## src/core/smc_consts.vh

```
// constants for the static memory bus controller
// assumes every includer runs on one clock with all inputs synchronous to it
// Function
// six active-low chip selects share one 26-bit external address bus
// each chip select decodes its own 64-megabyte address window
// 32-bit data bus serves 8, 16 or 32-bit devices per region
// separate read and write strobes drive memories with no glue logic
// an active-low wait input stretches the access while it stays low
// slow clock mode swaps programmed waveforms for fixed slow waveforms
// page-mode burst reads with page size from 4 to 32 bytes
// read strobe and chip select setup, pulse, hold programmable per chip select
// write strobe and chip select setup, pulse, hold programmable per chip select
// data float time after a read programmable per chip select
// word, halfword and byte transfers split or masked to device width
// 16/32-bit buses use per-lane write strobes or common strobe with selects
// chip selects, strobes, byte selects and wait input are all active low
// lowest address pin is lane-0 select on wide buses, address bit on 8-bit; the code holds it high on wide buses in byte-write style
// one pin is address bit one, lane-2 write strobe or lane-2 select
// lane-1 and lane-3 pins are write strobes or byte selects per style
// all strobe and chip select timings count whole clock cycles per chip select
// software programs every pulse to at least one cycle
// cycle length is shared; hold equals cycle minus setup minus pulse
// small devices repeat across the window since upper bits are ignored
// at most one chip select is active, the one holding the access
`ifndef STATIC_MEM_CONSTS_VH
`define STATIC_MEM_CONSTS_VH
`define CS_COUNT    3'h6
`define CS_LSB      26
`define DW_8        2'h0
`define DW_16       2'h1
`define DW_32       2'h2
`define SZ_WORD     2'h2
`define PAGE_LSB    2
`define SLOW_SETUP  1
`define SLOW_PULSE  1
`define SLOW_CYCLE  3
`endif

```

## src/core/strobe_window.v

```verilog
// one strobe window: active from setup for pulse cycles of a count
// assumes the count restarts at zero at each beat
`timescale 1ns/1ps
`default_nettype none
module strobe_window #(
  parameter TW = 7
)(
  input  wire [TW-1:0] i_cnt,
  input  wire [TW-1:0] i_setup,
  input  wire [TW-1:0] i_pulse,
  output wire          o_on
);
  wire [TW:0] stop;
  // ***************************************
  // window compare
  // ***************************************
  assign stop = {1'b0, i_setup} + {1'b0, i_pulse};
  assign o_on = ({1'b0, i_cnt} >= {1'b0, i_setup}) && ({1'b0, i_cnt} < stop);
endmodule
`default_nettype wire

```

## src/core/lane_pin_mux.v

```verilog
// multiplexed lane pins: address bits, write strobes and byte selects
// assumes byte enables and address bits are stable for the whole beat
`timescale 1ns/1ps
`default_nettype none
`include "smc_consts.vh"
module lane_pin_mux (
  input  wire       i_busy,
  input  wire       i_wr_on,
  input  wire [3:0] i_be,
  input  wire       i_a0,
  input  wire       i_a1,
  input  wire [1:0] i_devw,
  input  wire       i_byte_write,
  output reg        o_lane0_select_n,
  output reg        o_write_strobe_n,
  output reg        o_lane1_select_n,
  output reg        o_lane2_select_n,
  output reg        o_lane3_select_n
);
  wire [3:0] sel;
  wire [3:0] wrl;
  // ***************************************
  // pin translation
  // ***************************************
  assign sel = i_busy ? i_be : 4'h0;
  assign wrl = i_wr_on ? i_be : 4'h0;
  always @* begin
    o_lane3_select_n = 1'b1;
    o_lane1_select_n = 1'b1;
    if (i_devw == `DW_8) begin
      o_lane0_select_n = i_a0;
      o_write_strobe_n = ~i_wr_on;
      o_lane2_select_n = i_a1;
    end else if (i_byte_write) begin
      o_lane0_select_n = 1'b1;
      o_write_strobe_n = ~wrl[0];
      o_lane1_select_n = ~wrl[1];
      o_lane2_select_n = (i_devw == `DW_32) ? ~wrl[2] : i_a1;
      if (i_devw == `DW_32) begin
        o_lane3_select_n = ~wrl[3];
      end
    end else begin
      o_lane0_select_n = ~sel[0];
      o_write_strobe_n = ~i_wr_on;
      o_lane1_select_n = ~sel[1];
      o_lane2_select_n = (i_devw == `DW_32) ? ~sel[2] : i_a1;
      if (i_devw == `DW_32) begin
        o_lane3_select_n = ~sel[3];
      end
    end
  end
endmodule
`default_nettype wire

```

## src/core/static_memory_bus_controller.v

```verilog
// static memory bus controller: system requests to external static memory cycles
// assumes all inputs synchronous to i_ref_clk; configuration held steady while busy
`timescale 1ns/1ps
`default_nettype none
`include "smc_consts.vh"
module static_memory_bus_controller #(
  parameter NUM_CS = 6,
  parameter TW     = 7,
  parameter FW     = 4
)(
  input  wire                 i_ref_clk,
  input  wire                 i_rstn,
  input  wire                 i_req,
  input  wire                 i_write,
  input  wire [1:0]           i_size,
  input  wire [28:0]          i_addr,
  input  wire [31:0]          i_wdata,
  output wire                 o_ready,
  output reg                  o_done,
  output reg                  o_error,
  output reg  [31:0]          o_rdata,
  input  wire [NUM_CS*TW-1:0] i_rd_setup,
  input  wire [NUM_CS*TW-1:0] i_rd_pulse,
  input  wire [NUM_CS*TW-1:0] i_rd_cycle,
  input  wire [NUM_CS*TW-1:0] i_cs_rd_setup,
  input  wire [NUM_CS*TW-1:0] i_cs_rd_pulse,
  input  wire [NUM_CS*TW-1:0] i_wr_setup,
  input  wire [NUM_CS*TW-1:0] i_wr_pulse,
  input  wire [NUM_CS*TW-1:0] i_wr_cycle,
  input  wire [NUM_CS*TW-1:0] i_cs_wr_setup,
  input  wire [NUM_CS*TW-1:0] i_cs_wr_pulse,
  input  wire [NUM_CS*FW-1:0] i_float,
  input  wire [NUM_CS*2-1:0]  i_bus_width,
  input  wire [NUM_CS-1:0]    i_byte_write,
  input  wire [NUM_CS-1:0]    i_page_mode,
  input  wire [NUM_CS*2-1:0]  i_page_size,
  input  wire                 i_slow_clock,
  output wire [NUM_CS-1:0]    o_chip_select_n,
  output wire                 o_read_strobe_n,
  output wire                 o_write_strobe_n,
  output wire                 o_lane0_select_n,
  output wire                 o_lane1_select_n,
  output wire                 o_lane2_select_n,
  output wire                 o_lane3_select_n,
  output reg  [25:2]          o_addr,
  output reg  [31:0]          o_data,
  output reg                  o_data_oe,
  input  wire [31:0]          i_data,
  input  wire                 i_wait_request_n
);
  localparam ST_IDLE = 1'b0;
  localparam ST_BEAT = 1'b1;

  // ***************************************
  // fixed slow-rate waveform
  // ***************************************
  localparam [31:0] SLOW_SETUP32 = `SLOW_SETUP;
  localparam [31:0] SLOW_PULSE32 = `SLOW_PULSE;
  localparam [31:0] SLOW_CYCLE32 = `SLOW_CYCLE;

  // ***************************************
  // helpers
  // ***************************************
  function [TW-1:0] pick_t;
    input [NUM_CS*TW-1:0] v;
    input [2:0]           idx;
    begin
      pick_t = v[idx*TW +: TW];
    end
  endfunction

  function [2:0] beat_bytes;
    input [1:0] size;
    input [1:0] dw;
    begin
      beat_bytes = (size >= dw) ? (3'h1 << dw) : (3'h1 << size);
    end
  endfunction

  function [1:0] lane_off;
    input [1:0] dw;
    input [1:0] a;
    begin
      lane_off = (dw == `DW_32) ? a : ((dw == `DW_16) ? {1'b0, a[0]} : 2'h0);
    end
  endfunction

  function [4:0] chunk_shift;
    input [1:0] k;
    input [1:0] dw;
    begin
      chunk_shift = {k, 3'h0} << dw;
    end
  endfunction

  function [31:0] read_lanes;
    input [31:0] d;
    input [1:0]  o;
    input [2:0]  n;
    input [1:0]  k;
    input [1:0]  dw;
    begin
      read_lanes = ((d >> {o, 3'h0}) & ~(32'hffffffff << {n, 3'h0})) << chunk_shift(k, dw);
    end
  endfunction

  // ***************************************
  // state
  // ***************************************
  reg          state;
  reg [2:0]    cs_idx;
  reg [2:0]    last_cs;
  reg [1:0]    devw;
  reg          bw;
  reg          wr;
  reg [1:0]    size;
  reg [25:0]   addr;
  reg [31:0]   wdata;
  reg [31:0]   racc;
  reg [1:0]    beat;
  reg [1:0]    last_beat;
  reg [TW-1:0] cnt;
  reg [TW-1:0] s_setup;
  reg [TW-1:0] s_pulse;
  reg [TW-1:0] s_cycle;
  reg [TW-1:0] c_setup;
  reg [TW-1:0] c_pulse;
  reg          pmode;
  reg [1:0]    psize;
  reg          cont;
  reg [FW-1:0] float_cnt;

  wire [2:0]    req_cs;
  wire [1:0]    req_dw;
  wire [2:0]    nbytes;
  wire [1:0]    off;
  wire [3:0]    be;
  wire [TW-1:0] e_setup;
  wire [TW-1:0] e_cycle;
  wire [TW-1:0] e_csetup;
  wire [TW-1:0] e_cpulse;
  wire [TW:0]   pulse_end;
  wire          last_pulse;
  wire          beat_end;
  wire          hold;
  wire          str_on;
  wire          cs_on;
  wire          busy;
  wire [25:0]   next_addr;
  wire          same_page;
  wire [1:0]    next_last;
  wire [31:0]   rd_chunk;

  assign req_cs    = i_addr[`CS_LSB +: 3];
  assign req_dw    = i_bus_width[req_cs*2 +: 2];
  assign next_last = (i_size > req_dw) ? ((2'h1 << (i_size - req_dw)) - 2'h1) : 2'h0;
  assign busy      = (state == ST_BEAT);
  assign nbytes    = beat_bytes(size, devw);
  assign off       = lane_off(devw, addr[1:0]);
  assign be        = (~(4'hf << nbytes)) << off;
  assign rd_chunk  = read_lanes(i_data, off, nbytes, beat, devw);

  // page continuation drops setup and hold, so strobe and chip select stay low across continued beats
  assign e_setup   = cont ? {TW{1'b0}} : s_setup;
  assign e_cycle   = cont ? s_pulse : s_cycle;
  assign e_csetup  = cont ? {TW{1'b0}} : c_setup;
  assign e_cpulse  = cont ? s_pulse : c_pulse;

  assign pulse_end  = {1'b0, e_setup} + {1'b0, s_pulse};
  assign last_pulse = ({1'b0, cnt} + {{TW{1'b0}}, 1'b1}) == pulse_end;
  assign hold       = busy && last_pulse && !i_wait_request_n;
  // hold time is what the cycle leaves after setup and pulse
  assign beat_end   = ({1'b0, cnt} + {{TW{1'b0}}, 1'b1} >= {1'b0, e_cycle})
                      && ({1'b0, cnt} + {{TW{1'b0}}, 1'b1} >= pulse_end);
  assign next_addr  = addr + (26'h1 << devw);
  assign same_page  = (next_addr >> (`PAGE_LSB + psize)) == (addr >> (`PAGE_LSB + psize));

  // reads to the same chip select may start during float; others wait
  assign o_ready = (state == ST_IDLE)
                   && ((float_cnt == {FW{1'b0}}) || (!i_write && req_cs == last_cs));

  // ***************************************
  // strobe windows
  // ***************************************
  strobe_window #(.TW(TW)) u_strobe (
    .i_cnt   (cnt),
    .i_setup (e_setup),
    .i_pulse (s_pulse),
    .o_on    (str_on)
  );

  strobe_window #(.TW(TW)) u_select (
    .i_cnt   (cnt),
    .i_setup (e_csetup),
    .i_pulse (e_cpulse),
    .o_on    (cs_on)
  );

  // ***************************************
  // pins
  // ***************************************
  assign o_chip_select_n = (busy && cs_on) ? ~({{(NUM_CS-1){1'b0}}, 1'b1} << cs_idx)
                                           : {NUM_CS{1'b1}};
  assign o_read_strobe_n = ~(busy && str_on && !wr);

  lane_pin_mux u_lanes (
    .i_busy           (busy),
    .i_wr_on          (busy && str_on && wr),
    .i_be             (be),
    .i_a0             (addr[0]),
    .i_a1             (addr[1]),
    .i_devw           (devw),
    .i_byte_write     (bw),
    .o_lane0_select_n (o_lane0_select_n),
    .o_write_strobe_n (o_write_strobe_n),
    .o_lane1_select_n (o_lane1_select_n),
    .o_lane2_select_n (o_lane2_select_n),
    .o_lane3_select_n (o_lane3_select_n)
  );

  // ***************************************
  // access sequencer
  // ***************************************
  always @(posedge i_ref_clk or negedge i_rstn) begin
    if (!i_rstn) begin
      state     <= ST_IDLE;
      cs_idx    <= 3'h0;
      last_cs   <= 3'h0;
      devw      <= `DW_8;
      bw        <= 1'b0;
      wr        <= 1'b0;
      size      <= 2'h0;
      addr      <= 26'h0;
      wdata     <= 32'h0;
      racc      <= 32'h0;
      beat      <= 2'h0;
      last_beat <= 2'h0;
      cnt       <= {TW{1'b0}};
      s_setup   <= {TW{1'b0}};
      s_pulse   <= {TW{1'b0}};
      s_cycle   <= {TW{1'b0}};
      c_setup   <= {TW{1'b0}};
      c_pulse   <= {TW{1'b0}};
      pmode     <= 1'b0;
      psize     <= 2'h0;
      cont      <= 1'b0;
      float_cnt <= {FW{1'b0}};
      o_done    <= 1'b0;
      o_error   <= 1'b0;
      o_rdata   <= 32'h0;
      o_addr    <= 24'h0;
      o_data    <= 32'h0;
      o_data_oe <= 1'b0;
    end else begin
      o_done  <= 1'b0;
      o_error <= 1'b0;
      if (float_cnt != {FW{1'b0}}) begin
        float_cnt <= float_cnt - {{(FW-1){1'b0}}, 1'b1};
      end
      case (state)
        ST_IDLE: begin
          if (i_req && o_ready) begin
            if (req_cs >= `CS_COUNT) begin
              o_done  <= 1'b1;
              o_error <= 1'b1;
            end else begin
              state     <= ST_BEAT;
              cs_idx    <= req_cs;
              last_cs   <= req_cs;
              devw      <= req_dw;
              bw        <= i_byte_write[req_cs];
              wr        <= i_write;
              size      <= i_size;
              addr      <= i_addr[25:0];
              o_addr    <= i_addr[25:2];
              wdata     <= i_wdata;
              racc      <= 32'h0;
              beat      <= 2'h0;
              last_beat <= next_last;
              cnt       <= {TW{1'b0}};
              cont      <= 1'b0;
              pmode     <= i_page_mode[req_cs];
              psize     <= i_page_size[req_cs*2 +: 2];
              if (i_slow_clock) begin
                s_setup <= SLOW_SETUP32[TW-1:0];
                s_pulse <= SLOW_PULSE32[TW-1:0];
                s_cycle <= SLOW_CYCLE32[TW-1:0];
                c_setup <= SLOW_SETUP32[TW-1:0];
                c_pulse <= SLOW_PULSE32[TW-1:0];
              end else if (i_write) begin
                s_setup <= pick_t(i_wr_setup, req_cs);
                s_pulse <= pick_t(i_wr_pulse, req_cs);
                s_cycle <= pick_t(i_wr_cycle, req_cs);
                c_setup <= pick_t(i_cs_wr_setup, req_cs);
                c_pulse <= pick_t(i_cs_wr_pulse, req_cs);
              end else begin
                s_setup <= pick_t(i_rd_setup, req_cs);
                s_pulse <= pick_t(i_rd_pulse, req_cs);
                s_cycle <= pick_t(i_rd_cycle, req_cs);
                c_setup <= pick_t(i_cs_rd_setup, req_cs);
                c_pulse <= pick_t(i_cs_rd_pulse, req_cs);
              end
              o_data    <= i_wdata << {lane_off(req_dw, i_addr[1:0]), 3'h0};
              o_data_oe <= i_write;
            end
          end
        end
        ST_BEAT: begin
          if (!wr && last_pulse && i_wait_request_n) begin
            racc <= racc | rd_chunk;
          end
          if (hold) begin
            cnt <= cnt;
          end else if (!beat_end) begin
            cnt <= cnt + {{(TW-1){1'b0}}, 1'b1};
          end else if (beat == last_beat) begin
            state     <= ST_IDLE;
            o_done    <= 1'b1;
            o_data_oe <= 1'b0;
            cont      <= 1'b0;
            if (!wr) begin
              // after hold cycles the bus floats, so only a pulse-ending edge adds data
              if (last_pulse) begin
                o_rdata <= racc | rd_chunk;
              end else begin
                o_rdata <= racc;
              end
              float_cnt <= i_float[cs_idx*FW +: FW];
            end
          end else begin
            beat   <= beat + 2'h1;
            addr   <= next_addr;
            o_addr <= next_addr[25:2];
            cnt    <= {TW{1'b0}};
            cont   <= pmode && !wr && !i_slow_clock && same_page;
            o_data <= (wdata >> chunk_shift(beat + 2'h1, devw)) << {lane_off(devw, next_addr[1:0]), 3'h0};
          end
        end
        default: state <= ST_IDLE;
      endcase
    end
  end
endmodule
`default_nettype wire

```

## config.mk

```make
export PLATFORM = sky130hd
export DESIGN_NAME = static_memory_bus_controller
export DESIGN_NICKNAME = d
export VERILOG_FILES = /design/src/core/strobe_window.v /design/src/core/lane_pin_mux.v /design/src/core/static_memory_bus_controller.v
export VERILOG_INCLUDE_DIRS = /design/src /design/src/core
export SDC_FILE = /design/constraint.sdc
export NUM_CORES = 1
export LEC_CHECK = 0
export ABC_AREA = 1
export CORE_AREA = 4 4 267 269
export CTS_BUF_LIST = sky130_fd_sc_hd__clkbuf_16
export DETAILED_ROUTE_END_ITERATION = 10
export DIE_AREA = 0 0 271 273
export DONT_BUFFER_PORTS = 1
export PLACE_DENSITY = 0.4
export SLEW_MARGIN = 20
export SYNTH_ARGS = -nofsm -noshare
export SYNTH_HDL_FRONTEND = slang
export SYNTH_SLANG_ARGS = --single-unit
```

## constraint.sdc

```tcl
create_clock -name i_ref_clk -period 9.4 [get_ports i_ref_clk]
set_clock_uncertainty 0.15 [all_clocks]
set_input_delay 1.88 -clock i_ref_clk [delete_from_list [all_inputs] [get_ports i_ref_clk]]
set_output_delay 1.88 -clock i_ref_clk [all_outputs]
set_load 0.005 [all_outputs]
```

; ---- Yosys cells after proc, flatten, opt, wreduce, memory -nomap -nowiden
; Cells that the tools add are included.
[totals]
regBits = 245
in_bits = 581
output_inout_bits = 104
elab_cells = 254
[op_classes]
add_sub_neg = 10
multipliers = 1
n_lt_le_gt_ge = 10
eq_ne = 16
n_shift = 30
muxes = 109
bitwise_logic = 19
n_reduce_logical = 32
[ops]
columns = op, count
row1 = $shiftx 42x7->7, 10
row2 = $mux 32, 9
row3 = $mux 7, 19
row4 = $mux 26, 5
row5 = $pmux 32 s2, 2
row6 = $mux 24, 5
row7 = $shl 32x5->32, 3
row8 = $shr 32x5->32, 2
row9 = $pmux 26 s2, 1
row10 = $pmux 24 s2, 1
row11 = $mux 1, 40
row12 = $and 32x32->32, 1
row13 = $mux 4, 8
row14 = $not 32->32, 1
row15 = $or 32x32->32, 1
row16 = $shl 32x6->32 const A, 1
row17 = $shr 26x32->26, 1
row18 = $add 26x26->26, 1
row19 = $eq 26x26->1, 1
row20 = $shl 1x2->26 const A, 1
row21 = $shr 26x3->26, 1
row22 = $shiftx 12x5->2, 2
row23 = $shiftx 24x6->4, 1
row24 = $mux 2, 9
row25 = other kinds (49), 101

; ---- Logic depth before layout (Yosys ltp)
[depth]
word_depth = 11
depth_mapped = 25
ltp_nobuf = 24

; ---- By module
; From an unflattened synthesis, not the netlist that was laid out.
[unflattened]
cells_unflattened = 3135
area_unflattened_um2 = 20011.7
[modules_own_cells]
columns = mod, n_inst, cells_each, area_each_um2, seq_area_each_um2
row1 = static_memory_bus_controller, 1, 2939, 18696.7, 5530.3
row2 = strobe_window, 2, 87, 606.8, 0.0
row3 = lane_pin_mux, 1, 22, 101.3, 0.0

; ---- Least setup slack after synthesis
; OpenSTA, ideal clock, no wires.
[synth_path]
kind = register to output
start = reg cont
end = out o_chip_select_n[0]
arrival_time_ps = 3030
t_required_ps = 7370
path_slack_ps = 4340
stages_incl_launch_ff = 16
cell_sequence = dfrtp_1 > clkbuf_1 > clkbuf_1 > o21ai_0 > ha_1 > fa_1 > a21oi_1 > o21ai_0 > nand2_1 > nand2_1 > a21oi_1 > xor2_1 > ha_1 > nor3b_1 > a22oi_1 > nand4_1
[synth_between]
elab_chain_cells = 6
word_cells_on_any_way = 8
cone_classes = 1 x add/sub / 2 x order compare / 3 x mux / 2 x reduce/logical
[synth_lines]
columns = element, line_no
row1 = start: declaration, static_memory_bus_controller.v:130  ; reg cont;
row2 = start signal: assignment, static_memory_bus_controller.v:335  ; cont <= pmode && !wr && !i_slow_clock && same_page;
row3 = "$mux 7, on equally long branches", "static_memory_bus_controller.v:166, static_memory_bus_controller.v:167"
row4 = $add 7x7->8, strobe_window.v:17  ; assign stop = {1'b0, i_setup} + {1'b0, i_pulse};
row5 = $lt 7x8->1, strobe_window.v:18  ; assign o_on = ({1'b0, i_cnt} >= {1'b0, i_setup}) && ({1'b0, i_cnt} < stop);
row6 = $logic_and 1x1->1 *, strobe_window.v:18
row7 = $logic_and 1x1->1 *, static_memory_bus_controller.v:202  ; assign o_chip_select_n = (busy && cs_on) ? ~({{(NUM_CS-1){1'b0}}, 1'b1} << cs_idx)
row8 = $mux 6 *, static_memory_bus_controller.v:202
row9 = end: declaration, static_memory_bus_controller.v:38  ; output wire [NUM_CS-1:0] o_chip_select_n,
; Every way passes the cells marked *; elsewhere a longest branch is shown, timed or not.

; ---- Worst setup path after layout
[layout_path]
start = reg cont
end = out o_chip_select_n[3]
; Same word-level chain as after synthesis.

==> qor.yml <==
buffer_ports.inserted: 0
gr-total-overflow: 0
rsz0062_at_grt: "no"
hold_depth: 2
place_hpwl_um: 78900
syn_area_um2: 19100
drt-vias-per-instance: 5.52
cts_setup_buffers: 0
combined_global_route_utilization_of_all_metal_layers_pct: 25.7
criticalPathCategory: "flop to primary output"
worst_ir_drop_vdd_v: 0.0000991
fp.dieArea_um2: 74000
worst_ep_arrival_time_ns: 4.20
crit_slowest_cell: "sky130_fd_sc_hd__a22oi_1"
fin_crit_ns: 6.23
start_util_pct: 27.9
buffers_plus_inverters_on_the_worst_setup_path: 1
filler_cell_count: 7707
min-delay-start: "cont"
grt_first_pass_wirelength_um: 143000
finalSetupViolCount: 0
count_of_maximum_capacitance_violations: 0
holdPathEnd: "cont"
yosys.area.top_type: "sky130_fd_sc_hd__dfrtp_1"
post-route-cell-area_um2: 20600
crit_path_cell_trace: "buf_4 > o21ai_0 > ha_1 > fa_1 > a21oi_1 > o21ai_0 > nand2_1 > nand2_1 > a21oi_1 > xor2_1 > ha_1 > nor3b_1 > a22oi_1 > nand4_1"
worst-slew-pin-transition_ns: 1.24
tritoncts_num_sinks: 221
final_layout_size_suffix_gt1_share_pct: 4.59
gp_routability_congestion: 0.991
reg2reg_slack_ns: 4.14
h_tree_levels: 1
synth.net_count: 3585
synth.top_cells.by_area: "sky130_fd_sc_hd__dfrtp_1, sky130_fd_sc_hd__nand2_1, sky130_fd_sc_hd__o21ai_0"
final.setup.tns_ns: 0
timing.slew.headroom_pct: 16.7
fmax_mhz: 161
nNetsFinal: 3439
crit_path_max_incr_delay_ns: 0.58
proportion_of_synthesized_chip_area_in_sequential_cells_pct: 28.9
synthDistinctLibCells: 61
critical_path.startpoint_type: "flop"
worst_r2r_endpoint: "o_data[24]"
yosys_register_bits: 221
area.sequential_um2: 5530
path_depth: 14
crit_fanout: 35
cts_root_buf: "sky130_fd_sc_hd__clkbuf_16"
final_common_cell: "sky130_fd_sc_hd__nand2_1"
instances_no_fill: 3772
first_global_vias: 20174
count_of_endpoints_failing_hold_in_the_final_timing_report: 0
route.vias.total: 20811
floorplan.rows: 96
timing.critical_path.to_type: "primary output"
max_slew_violation_total_from_the_final_report: 0
dr.pass1.iters: 7
grt_start_max_net_pins: 222
drt_iter0_markers: 1690
post_syn_instances: 2932
cts_resizes: 0
r2r_start: "cont"
drt-total-wl_um: 101000
placedCellCount: 3684
cts-root-to-sink-buffers: 3
area_added_between_synthesis_and_finish_pct: 7.80
die_w_um: 271
cts-buffers-inserted: 31
p_total_uw: 2860
avgSynthCellArea_um2: 6.53
drcViolationCount: 0
yosys_warnings: 0
wire_per_inst_um: 26.7
fin_crit_sh_pct: 66.2
cts.clk_slew.worst_paths_ns: 0.06
clk-insertion-delay-late_ns: 0.58
core_area_um2: 68600
multiInputGateArea_um2: 11700
hold_fix_buffers_cts: 0
grt_antenna_before_repair: 64
reg2reg_depth: 22
path_delay_family: "compound AO/OA/AOI/OAI gates"
power.density_nw_per_um2: 139
wp_data_required_ns: 7.37
timing.hold.worst.class: "flop to flop"
tritoncts: "built"
detailed_place.area_um2: 19500
most-common-layout-cells: "sky130_fd_sc_hd__nand2_1, sky130_fd_sc_hd__o21ai_0, sky130_fd_sc_hd__nor2_1"
antenna_violating_nets_post_route: 0
die_height_um: 273
cellLeakagePower_uw: 0.00924
status: "finished clean"
synthDominantCellAreaShare_pct: 28.9
num_io_pins: 685
[worst reg2reg max path: cells and delay by family (launching register included)]
kind	cells	cell delay, ns
AO/OA/AOI/OAI	1	0.24
XOR/XNOR	1	0.27
adder cells (fa/ha/maj)	3	0.93
buffers and inverters	3	1.34
flip-flops	1	0.34
AND/OR/NAND/NOR	14	1.95
[sequential cells by signal, indices dropped and copies added (netlist names), 24 cells and up]
| signal | flops |
|---|---|
| o_addr | 24 |
| o_data | 32 |
| o_rdata | 32 |
| racc | 32 |
| wdata | 32 |
[layout make-up]
class	instances	share of cell area [%]
Inverter	256	4.74
Antenna cell	33	0.400
Timing Repair Buffer	21	0.764
Tap cell	931	5.64
Clock inverter	24	1.12
Clock buffer	31	3.76
Sequential cell	221	26.8
Multi-Input combinational cell	2255	56.8
[logic make-up after synthesis]
| kind of cell | share of synthesized area, % |
|---|---|
| xor gates and xnor gates | 1.32 |
| DFF | 28.9 |
| and+or+nand+nor | 27.5 |
| AOI/OAI and AO/OA | 27.1 |
| buffers and inverters | 9.97 |
| adders and majority gates | 4.82 |
| muxes | 0.340 |
[through the flow]
stage          utilization (%)  setup WS (ns)  hold slack (ns)
2_1_floorplan                -           4.34            0.292
3_3_place_gp              28.5           3.87            0.324
3_5_place_dp              28.5           3.81            0.327
4_1_cts                   30.0           3.18            0.344
5_1_grt                   30.1           2.83            0.360
6_report                  30.1           3.17            0.337
[metal layers]
layer / track usage (%) / vias to the layer above / wire length (µm)
met5: 0 / - / 89
met3: 5.27 / 208 / 6930
met2: 43.4 / 859 / 48300
li1: - / 9730 / -
met1: 31.5 / 9998 / 40600
met4: 12.0 / 16 / 4800
[power by group]
group | internal, µW | total, µW | switching, µW
Sequential | 999 | 1100 | 99.2
Combinational | 203 | 565 | 362
Clock | 726 | 1200 | 472
[cell usage after synthesis (all sizes together)]
cell type,count
a211o,1
a21boi,4
a21o,2
a21oi,90
a221o,1
a221oi,3
a22o,6
a22oi,11
a31oi,25
a32o,21
a32oi,13
buf,88
clkbuf,112
clkinv,4
dfrtp,221
fa,3
ha,69
inv,252
mux2,1
mux2i,5
nand2,705
nand3,144
nand3b,5
nand4,37
nor2,358
nor3,18
nor3b,1
nor4,2
o2111ai,1
o211ai,58
o21a,7
o21ai,507
o21bai,2
o221ai,60
o22ai,62
o311ai,1
o32ai,1
or2,3
xnor2,8
xor2,20
[how the worst max path moves through the flow]
stage,from,end,slack (ns)
after floorplan,cont,o_chip_select_n[0],4.34
after global placement,cont,o_chip_select_n[0],3.87
after detailed placement,cont,o_chip_select_n[3],3.81
after CTS,cont,o_chip_select_n[3],3.18
after global routing,cont,o_chip_select_n[1],2.83
final,cont,o_chip_select_n[3],3.17
Note: power is estimated with default switching activity, not from simulation.
